$ cat src/rtl/nti_pkg.sv
`default_nettype none
package nti_pkg;

  // Clock and power-up timing
  localparam int unsigned NTI_CLK_PERIOD_NS    = 10;
  localparam int unsigned NTI_POWER_UP_MAX_NS  = 1_000_000;
  localparam int unsigned NTI_POWER_UP_CYCLES  =
    (NTI_POWER_UP_MAX_NS / NTI_CLK_PERIOD_NS) < 1 ? 1 : (NTI_POWER_UP_MAX_NS / NTI_CLK_PERIOD_NS);
  localparam int unsigned NTI_PWR_CNT_W        = 17;

  // Widths
  localparam int unsigned NTI_UNIT_IDX_W       = 4;
  localparam int unsigned NTI_NUM_UNITS        = 4;

  // First-cycle opcodes
  localparam logic [7:0] NTI_OP_READ           = 8'h00;
  localparam logic [7:0] NTI_OP_ERASE          = 8'h60;
  localparam logic [7:0] NTI_OP_STATUS         = 8'h70;
  localparam logic [7:0] NTI_OP_STATUS_ENH     = 8'h78;
  localparam logic [7:0] NTI_OP_PROGRAM        = 8'h80;
  localparam logic [7:0] NTI_OP_READ_ID        = 8'h90;
  localparam logic [7:0] NTI_OP_VOL_SELECT     = 8'hE1;
  localparam logic [7:0] NTI_OP_ODT_CFG        = 8'hE2;
  localparam logic [7:0] NTI_OP_PARAM_PAGE     = 8'hEC;
  localparam logic [7:0] NTI_OP_UNIQUE_ID      = 8'hED;
  localparam logic [7:0] NTI_OP_GET_FEAT       = 8'hEE;
  localparam logic [7:0] NTI_OP_SET_FEAT       = 8'hEF;
  localparam logic [7:0] NTI_OP_RESET_UNIT     = 8'hFA;
  localparam logic [7:0] NTI_OP_RESET_SYNC     = 8'hFC;
  localparam logic [7:0] NTI_OP_RESET          = 8'hFF;

  // Register byte offsets
  localparam logic [3:0] NTI_REG_CTRL          = 4'h0;
  localparam logic [3:0] NTI_REG_STATUS        = 4'h4;
  localparam logic [3:0] NTI_REG_EXEC          = 4'h8;

  // Control register fields
  localparam int unsigned NTI_CTRL_COL_CHG     = 0;
  localparam int unsigned NTI_CTRL_COL_CHG_ENH = 1;
  localparam int unsigned NTI_CTRL_COPYBACK    = 2;
  localparam int unsigned NTI_CTRL_ENH_REQ     = 3;
  localparam int unsigned NTI_CTRL_UNIT_LSB    = 4;

  // Status register fields
  localparam int unsigned NTI_STAT_STATE_LSB   = 0;
  localparam int unsigned NTI_STAT_STATUS_OUT  = 5;
  localparam int unsigned NTI_STAT_RB          = 6;
  localparam int unsigned NTI_STAT_WP          = 7;
  localparam int unsigned NTI_STAT_OPCODE_LSB  = 8;
  localparam int unsigned NTI_STAT_RESUME_LSB  = 16;

  // Exec register fields
  localparam int unsigned NTI_EXEC_DONE        = 0;
  localparam int unsigned NTI_EXEC_TO_READ     = 1;

  // Target states
  typedef enum logic [4:0] {
    st_power_up,
    st_power_up_ready,
    st_exec_rst_power_up,
    st_idle,
    st_idle_read,
    st_cmd_decode,
    st_wp_update,
    st_readiness_update,
    st_exec_reset,
    st_exec_reset_sync,
    st_exec_reset_unit,
    st_exec_read_id,
    st_exec_param_page,
    st_exec_unique_id,
    st_exec_program,
    st_exec_erase,
    st_exec_read,
    st_exec_set_feat,
    st_exec_get_feat,
    st_exec_status,
    st_exec_status_enh,
    st_exec_vol_select,
    st_exec_odt_cfg
  } nti_state_e;

  // Command cycle from the host interface logic
  typedef struct packed {
    logic       valid;
    logic [7:0] opcode;
  } nti_cmd_s;

  // Whole state of the target machine
  typedef struct packed {
    nti_state_e                 state;
    nti_state_e                 resume_state;
    logic                       ready_busy;
    logic                       return_status_on_read;
    logic                       column_change_allowed;
    logic                       column_change_enh_allowed;
    logic                       copyback_active;
    logic [NTI_UNIT_IDX_W-1:0]  selected_unit_index;
    logic [7:0]                 last_opcode_record;
    logic                       enh_status_required;
    logic [7:0]                 cmd_opcode;
    logic                       wp_meta;
    logic                       wp_sync;
    logic                       wp_seen;
    logic                       wp_to_units;
    logic [NTI_NUM_UNITS-1:0]   units_seen;
    logic [NTI_PWR_CNT_W-1:0]   power_cnt;
    logic                       bus_wait;
    logic [31:0]                bus_rdata;
  } nti_state_s;

endpackage
`default_nettype wire

$ cat src/rtl/nti_target_fsm.sv
// Summary of operation
// - Hold state when no exit condition holds
// - Status-output flag, clear at power-up
// - Two column-change permission flags, clear initially
// - Copyback-active flag, clear at power-up
// - Selected unit index, zero at power-up
// - Record first opcode, except status reads
// - Resume-state register after protect or readiness update
// - Flag forcing next status read to enhanced
// - Power-up state drives ready/busy low
// - Leave power-up within one millisecond
// - Power-up ready advances only on reset
// - Power-up ready drives ready/busy high
// - Idle entry clears copyback, resume becomes idle
// - Idle priority: protect, readiness, then command
// - Protected program or erase returns to idle
// - Unprotected program or erase enters execution
// - Identify, parameter page, unique id dispatch
// - Plain and enhanced status read dispatch
// - Decode updates status flag, clears enhanced flag on a non-status command while ready
// - Protect handling forwards level, returns correctly
// - Ready/busy is AND of unit bits
//
// Our own choices: the placing of the registers and register access over Avalon-MM.
`timescale 1ns/1ps
`default_nettype none
module nti_target_fsm
  import nti_pkg::*;
#(
  parameter int unsigned POWER_UP_CYCLES = NTI_POWER_UP_CYCLES
) (
  input  wire logic                       ref_clk_i,
  input  wire logic                       rst_i,
  input  wire nti_cmd_s                   cmd_i,
  input  wire logic                       wp_n_i,
  input  wire logic [NTI_NUM_UNITS-1:0]   unit_ready_bit_i,
  input  wire logic [3:0]                 avs_address_i,
  input  wire logic                       avs_read_i,
  input  wire logic                       avs_write_i,
  input  wire logic [31:0]                avs_writedata_i,
  output logic [31:0]                     avs_readdata_o,
  output logic                            avs_waitrequest_o,
  output logic                            ready_busy_o,
  output logic                            wp_level_to_units_o,
  output logic                            return_status_on_read_o,
  output logic                            column_change_allowed_o,
  output logic                            column_change_enh_allowed_o,
  output logic                            copyback_active_o,
  output logic [NTI_UNIT_IDX_W-1:0]       selected_unit_index_o,
  output logic [7:0]                      last_opcode_record_o,
  output logic                            enh_status_required_o,
  output nti_state_e                      state_o
);

  localparam logic [NTI_PWR_CNT_W-1:0] PWR_LAST = NTI_PWR_CNT_W'(POWER_UP_CYCLES - 1);

  nti_state_s s_r;
  nti_state_s s_nxt;

  // Next-state logic for the whole block
  always_comb
  begin
    logic [31:0] rd_word;
    logic        wr_ack;
    logic        exec_done;
    logic        exec_to_read;
    logic        is_status_op;
    rd_word      = 32'h0000_0000;
    wr_ack       = avs_write_i && !s_r.bus_wait;
    exec_done    = 1'b0;
    exec_to_read = 1'b0;
    is_status_op = 1'b0;
    s_nxt        = s_r;

    // Write-protect pin synchroniser
    s_nxt.wp_meta = wp_n_i;
    s_nxt.wp_sync = s_r.wp_meta;

    // Register read mux, unmapped reads as zero
    case (avs_address_i)
      NTI_REG_CTRL:
      begin
        rd_word[NTI_CTRL_COL_CHG]     = s_r.column_change_allowed;
        rd_word[NTI_CTRL_COL_CHG_ENH] = s_r.column_change_enh_allowed;
        rd_word[NTI_CTRL_COPYBACK]    = s_r.copyback_active;
        rd_word[NTI_CTRL_ENH_REQ]     = s_r.enh_status_required;
        rd_word[NTI_CTRL_UNIT_LSB +: NTI_UNIT_IDX_W] = s_r.selected_unit_index;
      end
      NTI_REG_STATUS:
      begin
        rd_word[NTI_STAT_STATE_LSB +: 5]  = s_r.state;
        rd_word[NTI_STAT_STATUS_OUT]      = s_r.return_status_on_read;
        rd_word[NTI_STAT_RB]              = s_r.ready_busy;
        rd_word[NTI_STAT_WP]              = s_r.wp_to_units;
        rd_word[NTI_STAT_OPCODE_LSB +: 8] = s_r.last_opcode_record;
        rd_word[NTI_STAT_RESUME_LSB +: 5] = s_r.resume_state;
      end
      default:
      begin
        rd_word = 32'h0000_0000;
      end
    endcase

    // Bus handshake: one wait cycle, then one answer cycle
    s_nxt.bus_wait = 1'b1;
    if ((avs_read_i || avs_write_i) && s_r.bus_wait)
    begin
      s_nxt.bus_wait  = 1'b0;
      s_nxt.bus_rdata = rd_word;
    end

    // Exec register write ends an execute state
    if (wr_ack && avs_address_i == NTI_REG_EXEC)
    begin
      exec_done    = avs_writedata_i[NTI_EXEC_DONE];
      exec_to_read = avs_writedata_i[NTI_EXEC_TO_READ];
    end

    // Opcode capture and last-opcode record
    if (cmd_i.valid)
    begin
      s_nxt.cmd_opcode = cmd_i.opcode;
      if (cmd_i.opcode != NTI_OP_STATUS && cmd_i.opcode != NTI_OP_STATUS_ENH)
      begin
        s_nxt.last_opcode_record = cmd_i.opcode;
      end
    end
    is_status_op = (s_r.cmd_opcode == NTI_OP_STATUS) || (s_r.cmd_opcode == NTI_OP_STATUS_ENH);

    // Target state machine; unlisted conditions keep the state
    case (s_r.state)
      st_power_up:
      begin
        s_nxt.ready_busy = 1'b0;
        s_nxt.power_cnt  = s_r.power_cnt + NTI_PWR_CNT_W'(1);
        if (s_r.power_cnt >= PWR_LAST)
        begin
          s_nxt.state      = st_power_up_ready;
          s_nxt.ready_busy = 1'b1;
        end
      end
      st_power_up_ready:
      begin
        if (cmd_i.valid && cmd_i.opcode == NTI_OP_RESET)
        begin
          s_nxt.state = st_exec_rst_power_up;
        end
      end
      st_idle, st_idle_read:
      begin
        if (s_r.wp_sync != s_r.wp_seen)
        begin
          s_nxt.state = st_wp_update;
        end
        else if (unit_ready_bit_i != s_r.units_seen)
        begin
          s_nxt.state = st_readiness_update;
        end
        else if (cmd_i.valid)
        begin
          s_nxt.state = st_cmd_decode;
        end
      end
      st_cmd_decode:
      begin
        s_nxt.return_status_on_read = is_status_op;
        if (s_r.ready_busy && !is_status_op)
        begin
          s_nxt.enh_status_required = 1'b0;
        end
        case (s_r.cmd_opcode)
          NTI_OP_PROGRAM:     s_nxt.state = s_r.wp_sync ? st_exec_program : st_idle;
          NTI_OP_ERASE:       s_nxt.state = s_r.wp_sync ? st_exec_erase : st_idle;
          NTI_OP_RESET:       s_nxt.state = st_exec_reset;
          NTI_OP_RESET_SYNC:  s_nxt.state = st_exec_reset_sync;
          NTI_OP_RESET_UNIT:  s_nxt.state = st_exec_reset_unit;
          NTI_OP_READ_ID:     s_nxt.state = st_exec_read_id;
          NTI_OP_PARAM_PAGE:  s_nxt.state = st_exec_param_page;
          NTI_OP_UNIQUE_ID:   s_nxt.state = st_exec_unique_id;
          NTI_OP_READ:        s_nxt.state = st_exec_read;
          NTI_OP_SET_FEAT:    s_nxt.state = st_exec_set_feat;
          NTI_OP_GET_FEAT:    s_nxt.state = st_exec_get_feat;
          NTI_OP_STATUS:      s_nxt.state = st_exec_status;
          NTI_OP_STATUS_ENH:  s_nxt.state = st_exec_status_enh;
          NTI_OP_VOL_SELECT:  s_nxt.state = st_exec_vol_select;
          NTI_OP_ODT_CFG:     s_nxt.state = st_exec_odt_cfg;
          default:            s_nxt.state = st_idle;
        endcase
      end
      st_wp_update:
      begin
        s_nxt.wp_seen     = s_r.wp_sync;
        s_nxt.wp_to_units = s_r.wp_sync;
        s_nxt.state       = (s_r.resume_state == st_idle_read) ? st_idle_read : st_idle;
      end
      st_readiness_update:
      begin
        s_nxt.units_seen = unit_ready_bit_i;
        s_nxt.ready_busy = &unit_ready_bit_i;
        s_nxt.state      = s_r.resume_state;
      end
      st_exec_rst_power_up, st_exec_reset, st_exec_reset_sync, st_exec_reset_unit,
      st_exec_read_id, st_exec_param_page, st_exec_unique_id, st_exec_program,
      st_exec_erase, st_exec_read, st_exec_set_feat, st_exec_get_feat,
      st_exec_status, st_exec_status_enh, st_exec_vol_select, st_exec_odt_cfg:
      begin
        if (exec_done)
        begin
          s_nxt.state = exec_to_read ? st_idle_read : st_idle;
        end
      end
      default:
      begin
        s_nxt.state = st_idle;
      end
    endcase

    // Idle entry actions
    if (s_nxt.state == st_idle && s_r.state != st_idle)
    begin
      s_nxt.copyback_active = 1'b0;
      s_nxt.resume_state    = st_idle;
    end
    if (s_nxt.state == st_idle_read && s_r.state != st_idle_read)
    begin
      s_nxt.resume_state = st_idle_read;
    end

    // Software control writes; sets win over hardware clears
    if (wr_ack && avs_address_i == NTI_REG_CTRL)
    begin
      s_nxt.column_change_allowed     = avs_writedata_i[NTI_CTRL_COL_CHG];
      s_nxt.column_change_enh_allowed = avs_writedata_i[NTI_CTRL_COL_CHG_ENH];
      s_nxt.selected_unit_index       = avs_writedata_i[NTI_CTRL_UNIT_LSB +: NTI_UNIT_IDX_W];
      if (avs_writedata_i[NTI_CTRL_COPYBACK])
      begin
        s_nxt.copyback_active = 1'b1;
      end
      if (avs_writedata_i[NTI_CTRL_ENH_REQ])
      begin
        s_nxt.enh_status_required = 1'b1;
      end
    end
  end

  // State register with power-on values
  always_ff @(posedge ref_clk_i)
  begin
    if (rst_i)
    begin
      s_r                           <= '0;
      s_r.state                     <= st_power_up;
      s_r.resume_state              <= st_idle;
      s_r.ready_busy                <= 1'b0;
      s_r.return_status_on_read     <= 1'b0;
      s_r.column_change_allowed     <= 1'b0;
      s_r.column_change_enh_allowed <= 1'b0;
      s_r.copyback_active           <= 1'b0;
      s_r.selected_unit_index       <= '0;
      s_r.enh_status_required       <= 1'b0;
      s_r.wp_meta                   <= 1'b1;
      s_r.wp_sync                   <= 1'b1;
      s_r.wp_seen                   <= 1'b1;
      s_r.wp_to_units               <= 1'b1;
      s_r.units_seen                <= '1;
      s_r.bus_wait                  <= 1'b1;
    end
    else
    begin
      s_r <= s_nxt;
    end
  end

  // Outputs straight from the state register
  assign avs_readdata_o              = s_r.bus_rdata;
  assign avs_waitrequest_o           = s_r.bus_wait;
  assign ready_busy_o                = s_r.ready_busy;
  assign wp_level_to_units_o         = s_r.wp_to_units;
  assign return_status_on_read_o     = s_r.return_status_on_read;
  assign column_change_allowed_o     = s_r.column_change_allowed;
  assign column_change_enh_allowed_o = s_r.column_change_enh_allowed;
  assign copyback_active_o           = s_r.copyback_active;
  assign selected_unit_index_o       = s_r.selected_unit_index;
  assign last_opcode_record_o        = s_r.last_opcode_record;
  assign enh_status_required_o       = s_r.enh_status_required;
  assign state_o                     = s_r.state;

endmodule // nti_target_fsm
`default_nettype wire

$ cat config.mk
export PLATFORM = sky130hd
export DESIGN_NAME = nti_target_fsm
export DESIGN_NICKNAME = d
export VERILOG_FILES = /design/src/rtl/nti_pkg.sv /design/src/rtl/nti_target_fsm.sv
export SDC_FILE = /design/constraint.sdc
export NUM_CORES = 1
export LEC_CHECK = 0
export BUFFER_PORTS_ARGS = -buffer_cell sky130_fd_sc_hd__buf_2
export CELL_PAD_IN_SITES_DETAIL_PLACEMENT = 1
export CELL_PAD_IN_SITES_GLOBAL_PLACEMENT = 1
export CORE_MARGIN = 3
export CORE_UTILIZATION = 36
export CTS_BUF_LIST = sky130_fd_sc_hd__clkbuf_2 sky130_fd_sc_hd__clkbuf_4 sky130_fd_sc_hd__clkbuf_8
export DETAILED_ROUTE_END_ITERATION = 12
export PLACE_DENSITY_LB_ADDON = 0.1
export SLEW_MARGIN = 20
export SYNTH_ARGS = -nofsm -noshare
export SYNTH_HDL_FRONTEND = slang
export SYNTH_SLANG_ARGS = --single-unit
$ cat constraint.sdc
create_clock -name ref_clk_i -period 2.17 [get_ports ref_clk_i]
set_input_delay 0.434 -clock ref_clk_i [delete_from_list [all_inputs] [get_ports ref_clk_i]]
set_output_delay 0.434 -clock ref_clk_i [all_outputs]
set_load 0.01 [all_outputs]
==> flow_summary_export.csv <==
group,metric,value,unit
outcome,run_status,"complete, but fails checks",
outcome,violated_checks,"negative setup slack",
logic_synthesis,yosys.area_share.adder,0.00306,
global_route,initial_antenna_violation_count,0,
pwr,seqPwrFrac,0.487,
global_route,grt_remaining_overflow,0,
sta,achievable_freq,0.444,GHz
sta,pin_slew_with_the_least_headroom_to_its_limit,0.782,ns
sta,relSlewSlack,0.478,
clock_network,cts.hold.buffers_added,0,
logic_synthesis,synth_async_sr_flop_share,0,
sta,min_period_over_period,1.04,
die,die-area,12700,sq um
global_route,maximum_number_of_pins_on_one_net_before_global_route_repair,41,
placed_design,pre_cts_slack,-0.249,ns
setup_path,critical_path_class,"register to register",
setup_path,timing.critical_path.to_type,"register",
clock_network,insertion_delay_to_the_later_sink_of_the_worst_skew_pair,0.36,ns
sta,finClkSkew,0.0106,ns
logic_synthesis,number_of_flops_mapped_to_enable_cells_by_yosys,0,
pwr,p_int,2.24,mW
detailed_routing,detailroute.via_count,3672,
setup_path,crit_path_start_kind,"register",
clock_network,cts_inserted_buffers,9,
layout,n_antenna_cell,0,
pwr,switching_share,0.251,
global_route,global_route.usage.total,0.192,
die,fp-row-count,38,
clock_network,tritoncts_clock_tree,"yes",
placed_design,gp_routability_congestion,0.838,
logic_synthesis,synth_area_in_simple_gates,0.250,
clock_network,root_buffer,"sky130_fd_sc_hd__clkbuf_8",
logic_synthesis,syn-instance-count,484,
placed_design,dp_hpwl,9090,microns
logic_synthesis,synth-seq-cells,76,
logic_synthesis,synth_top_family_by_area,"simple AND/OR/NAND/NOR gates",
worst_hold_path,hold_class,"input pin to register",
pwr,p_clk_frac,0.417,
placed_design,buffer_ports.inserted,73,
detailed_routing,vias_per_cell,5.19,
sta,final-hold-violation-count,0,
logic_synthesis,synth_xor_area_frac,0.0407,
sta,hold_ws,0.265,ns
detailed_routing,wl_per_cell,17.2,microns
die,die_x,113,microns
sta,finalWorstPathRequiredPeriod,2.25,ns
clock_network,clk_pin_slew_worst_paths,0.08,ns
logic_synthesis,seq_area_frac_synth,0.372,
detailed_routing,post_route_drc,0,
logic_synthesis,synth_compound_area_frac,0.148,
detailed_routing,detail-route-antenna-nets,0,
pwr,fin_total_pwr,2.99,mW
detailed_routing,drt_iter0_markers,114,
global_route,first_global_vias,3794,
layout,area_grow_syn2layout,23.2,%
logic_synthesis,synth.area.mux_share,0.0609,
pwr,switching_power_total,750,uW
logic_synthesis,syn_area,4090,sq um
detailed_routing,drt_wl_total,12200,microns
clock_network,clock_path_buffers,2,
logic_synthesis,syn_area_per_cell,8.45,sq um
die,ioPinCount,111,
pwr,cellPowerDensity,593,nW/um^2
setup_path,timing.critical_path.required,2.41,ns
die,dieHeight,113,microns
logic_synthesis,postSynth.topFlopCell,"sky130_fd_sc_hd__dfxtp_1",
sta,report.final.setup_viol,3,
pwr,max_rail_drop_vdd,0.390,mV
die,start_util,0.372,
logic_synthesis,synth.lib_cells_used.distinct,64,
setup_path,path_max_fanout,6,
sta,rsz0062_at_grt,"true",
pwr,power.static_leakage,2.19,nW
clock_network,cts_num_sinks,76,
layout,drive_above_1_share,0.349,
clock_network,clock_tree.htree_level_count,3,
layout,nNetsFinal,617,
setup_path,critPathArrivalTime,2.49,ns
global_route,global_route_wire_length_before_repair,19500,microns
sta,slew_viol_final,0,
detailed_routing,first_pass_iters,4,
logic_synthesis,synth-warning-count,0,
job,drv.max_cap_violation_count,0,
pwr,power_frac_comb,0.096,
die,placeable_core_region,11000,sq um
sta,post-route-worst-setup-slack,-0.0800,ns
worst max-delay path, cell delays in order, from the launching register on:
cell and delay (ns):
sky130_fd_sc_hd__dfxtp_4 0.38, sky130_fd_sc_hd__or4b_4 0.53, sky130_fd_sc_hd__nor3_4 0.23, sky130_fd_sc_hd__a211o_1 0.17
sky130_fd_sc_hd__a211oi_4 0.06, sky130_fd_sc_hd__nor4_4 0.34, sky130_fd_sc_hd__buf_4 0.17, sky130_fd_sc_hd__nand4_1 0.13
sky130_fd_sc_hd__o31a_1 0.14
sequential cells by signal, indices dropped and copies added, names as in the netlist, 4 cells and up:
register and cells:
avs_readdata_o 18, state_o 5, s_r 32, last_opcode_record_o 8, selected_unit_index_o 4
power groups by stage:
stage                     Sequential, mW  Clock, mW  Combinational (mW)
after CTS                           1.45       1.28               0.277
after detailed placement            1.48          0               0.272
after global placement              1.48          0               0.266
after floorplan                     1.47          0               0.190
after global routing                1.46       1.34               0.318
final                               1.46       1.25               0.287
per-stage QoR:
step                utilization  instances  instance area (sq um)  setup TNS (ns)
floorplan                     -        496                   4140               0
global placement          0.421        687                   4620          -0.437
detailed placement        0.421        687                   4620          -0.629
CTS                       0.448        704                   4920          -0.240
global route              0.459        707                   5040          -0.455
finish                    0.459        707                   5040          -0.112
final timing paths:
path | startpoint | to | slack [ns] | cells past startpoint
setup / recovery | s_r[58] | s_r[85] | -0.08 | 8
setup reg to reg | s_r[58] | s_r[85] | -0.08 | 8
hold reg to reg | s_nxt[56] | s_r[56] | 0.43 | 1
hold / removal | wp_n_i | s_nxt[56] | 0.27 | 2
cell usage in the layout (no fill, tap or decap), types with 3 or more instances in the layout:
cell type                  instances
sky130_fd_sc_hd__a21oi_1          21
sky130_fd_sc_hd__a22oi_1          19
sky130_fd_sc_hd__and3_1            5
sky130_fd_sc_hd__and3b_1           3
sky130_fd_sc_hd__buf_2            73
sky130_fd_sc_hd__buf_4            58
sky130_fd_sc_hd__clkbuf_8         10
sky130_fd_sc_hd__conb_1           13
sky130_fd_sc_hd__dfxtp_1          65
sky130_fd_sc_hd__dfxtp_2          10
sky130_fd_sc_hd__inv_1             5
sky130_fd_sc_hd__mux2_2            7
sky130_fd_sc_hd__mux2i_1          17
sky130_fd_sc_hd__nand2_1          31
sky130_fd_sc_hd__nand2b_1         14
sky130_fd_sc_hd__nand3_1          15
sky130_fd_sc_hd__nand3b_1          7
sky130_fd_sc_hd__nand4_1          12
sky130_fd_sc_hd__nor2_1           59
sky130_fd_sc_hd__nor2b_1           3
sky130_fd_sc_hd__nor3_1            3
sky130_fd_sc_hd__nor4_2            3
sky130_fd_sc_hd__nor4_4            3
sky130_fd_sc_hd__o211ai_1          3
sky130_fd_sc_hd__o21ai_0          10
sky130_fd_sc_hd__o21ai_1           6
sky130_fd_sc_hd__or2_2             3
sky130_fd_sc_hd__or3_1             5
sky130_fd_sc_hd__xnor2_1           6
sky130_fd_sc_hd__xor2_1           12
final cells by class:
type / count / area, sq um
fill: 1317 / 5940
multi-input combinational: 337 / 2250
sequential: 76 / 1540
timing repair buffer: 133 / 832
tap: 140 / 175
clock buffer: 11 / 145
clock inverter: 5 / 83.8
inverter: 5 / 18.8
synth_stat cells (all sizes together) (3+ instances only):
cell	number	area (sq um)
dfxtp	76	1520
nor2	60	225
buf	58	413
nand2	32	120
a21oi	23	115
clkbuf	20	75.1
a22oi	19	143
mux2i	17	170
nand3	16	80.1
o21ai	16	80.1
nand2b	14	87.6
nand4	13	87.6
xor2	13	114
mux2	7	78.8
nand3b	7	52.6
nor4	7	77.6
or2	6	37.5
xnor2	6	52.6
and3	5	31.3
inv	5	18.8
or3	5	31.3
a31oi	4	25.0
nor3	4	25.0
a211oi	3	27.5
a21boi	3	22.5
and3b	3	26.3
nor2b	3	18.8
nor3b	3	22.5
o211ai	3	22.5
kinds of logic (layout without fill, tap and decap cells):
| kind of cell | Yosys count | count (layout) |
|---|---|---|
| AND/OR/NAND/NOR | 190 | 190 |
| multiplexers | 24 | 24 |
| flip-flops | 76 | 76 |
| buffers and inverters | 83 | 154 |
| AO/OA/AOI/OAI | 90 | 90 |
| other | 1 | 13 |
| XOR/XNOR | 19 | 19 |
| adder cells (fa/ha/maj) | 1 | 1 |
routing by layer:
layer,share of wire,global-route usage
met1,0.44,0.231
met2,0.51,0.338
met3,0.037,0.0404
met4,0.019,0.0633
met5,0,0
what timing repair did:
| item | 4_1_cts | 5_1_grt |
|---|---|---|
| gates resized for setup | 15 | 25 |
| endpoints found under the setup margin | 3 | 8 |
| setup buffers | 2 | 3 |
| cloned | 0 | 0 |
| pin swaps | 6 | 7 |
(Power assumes the default switching activity.)
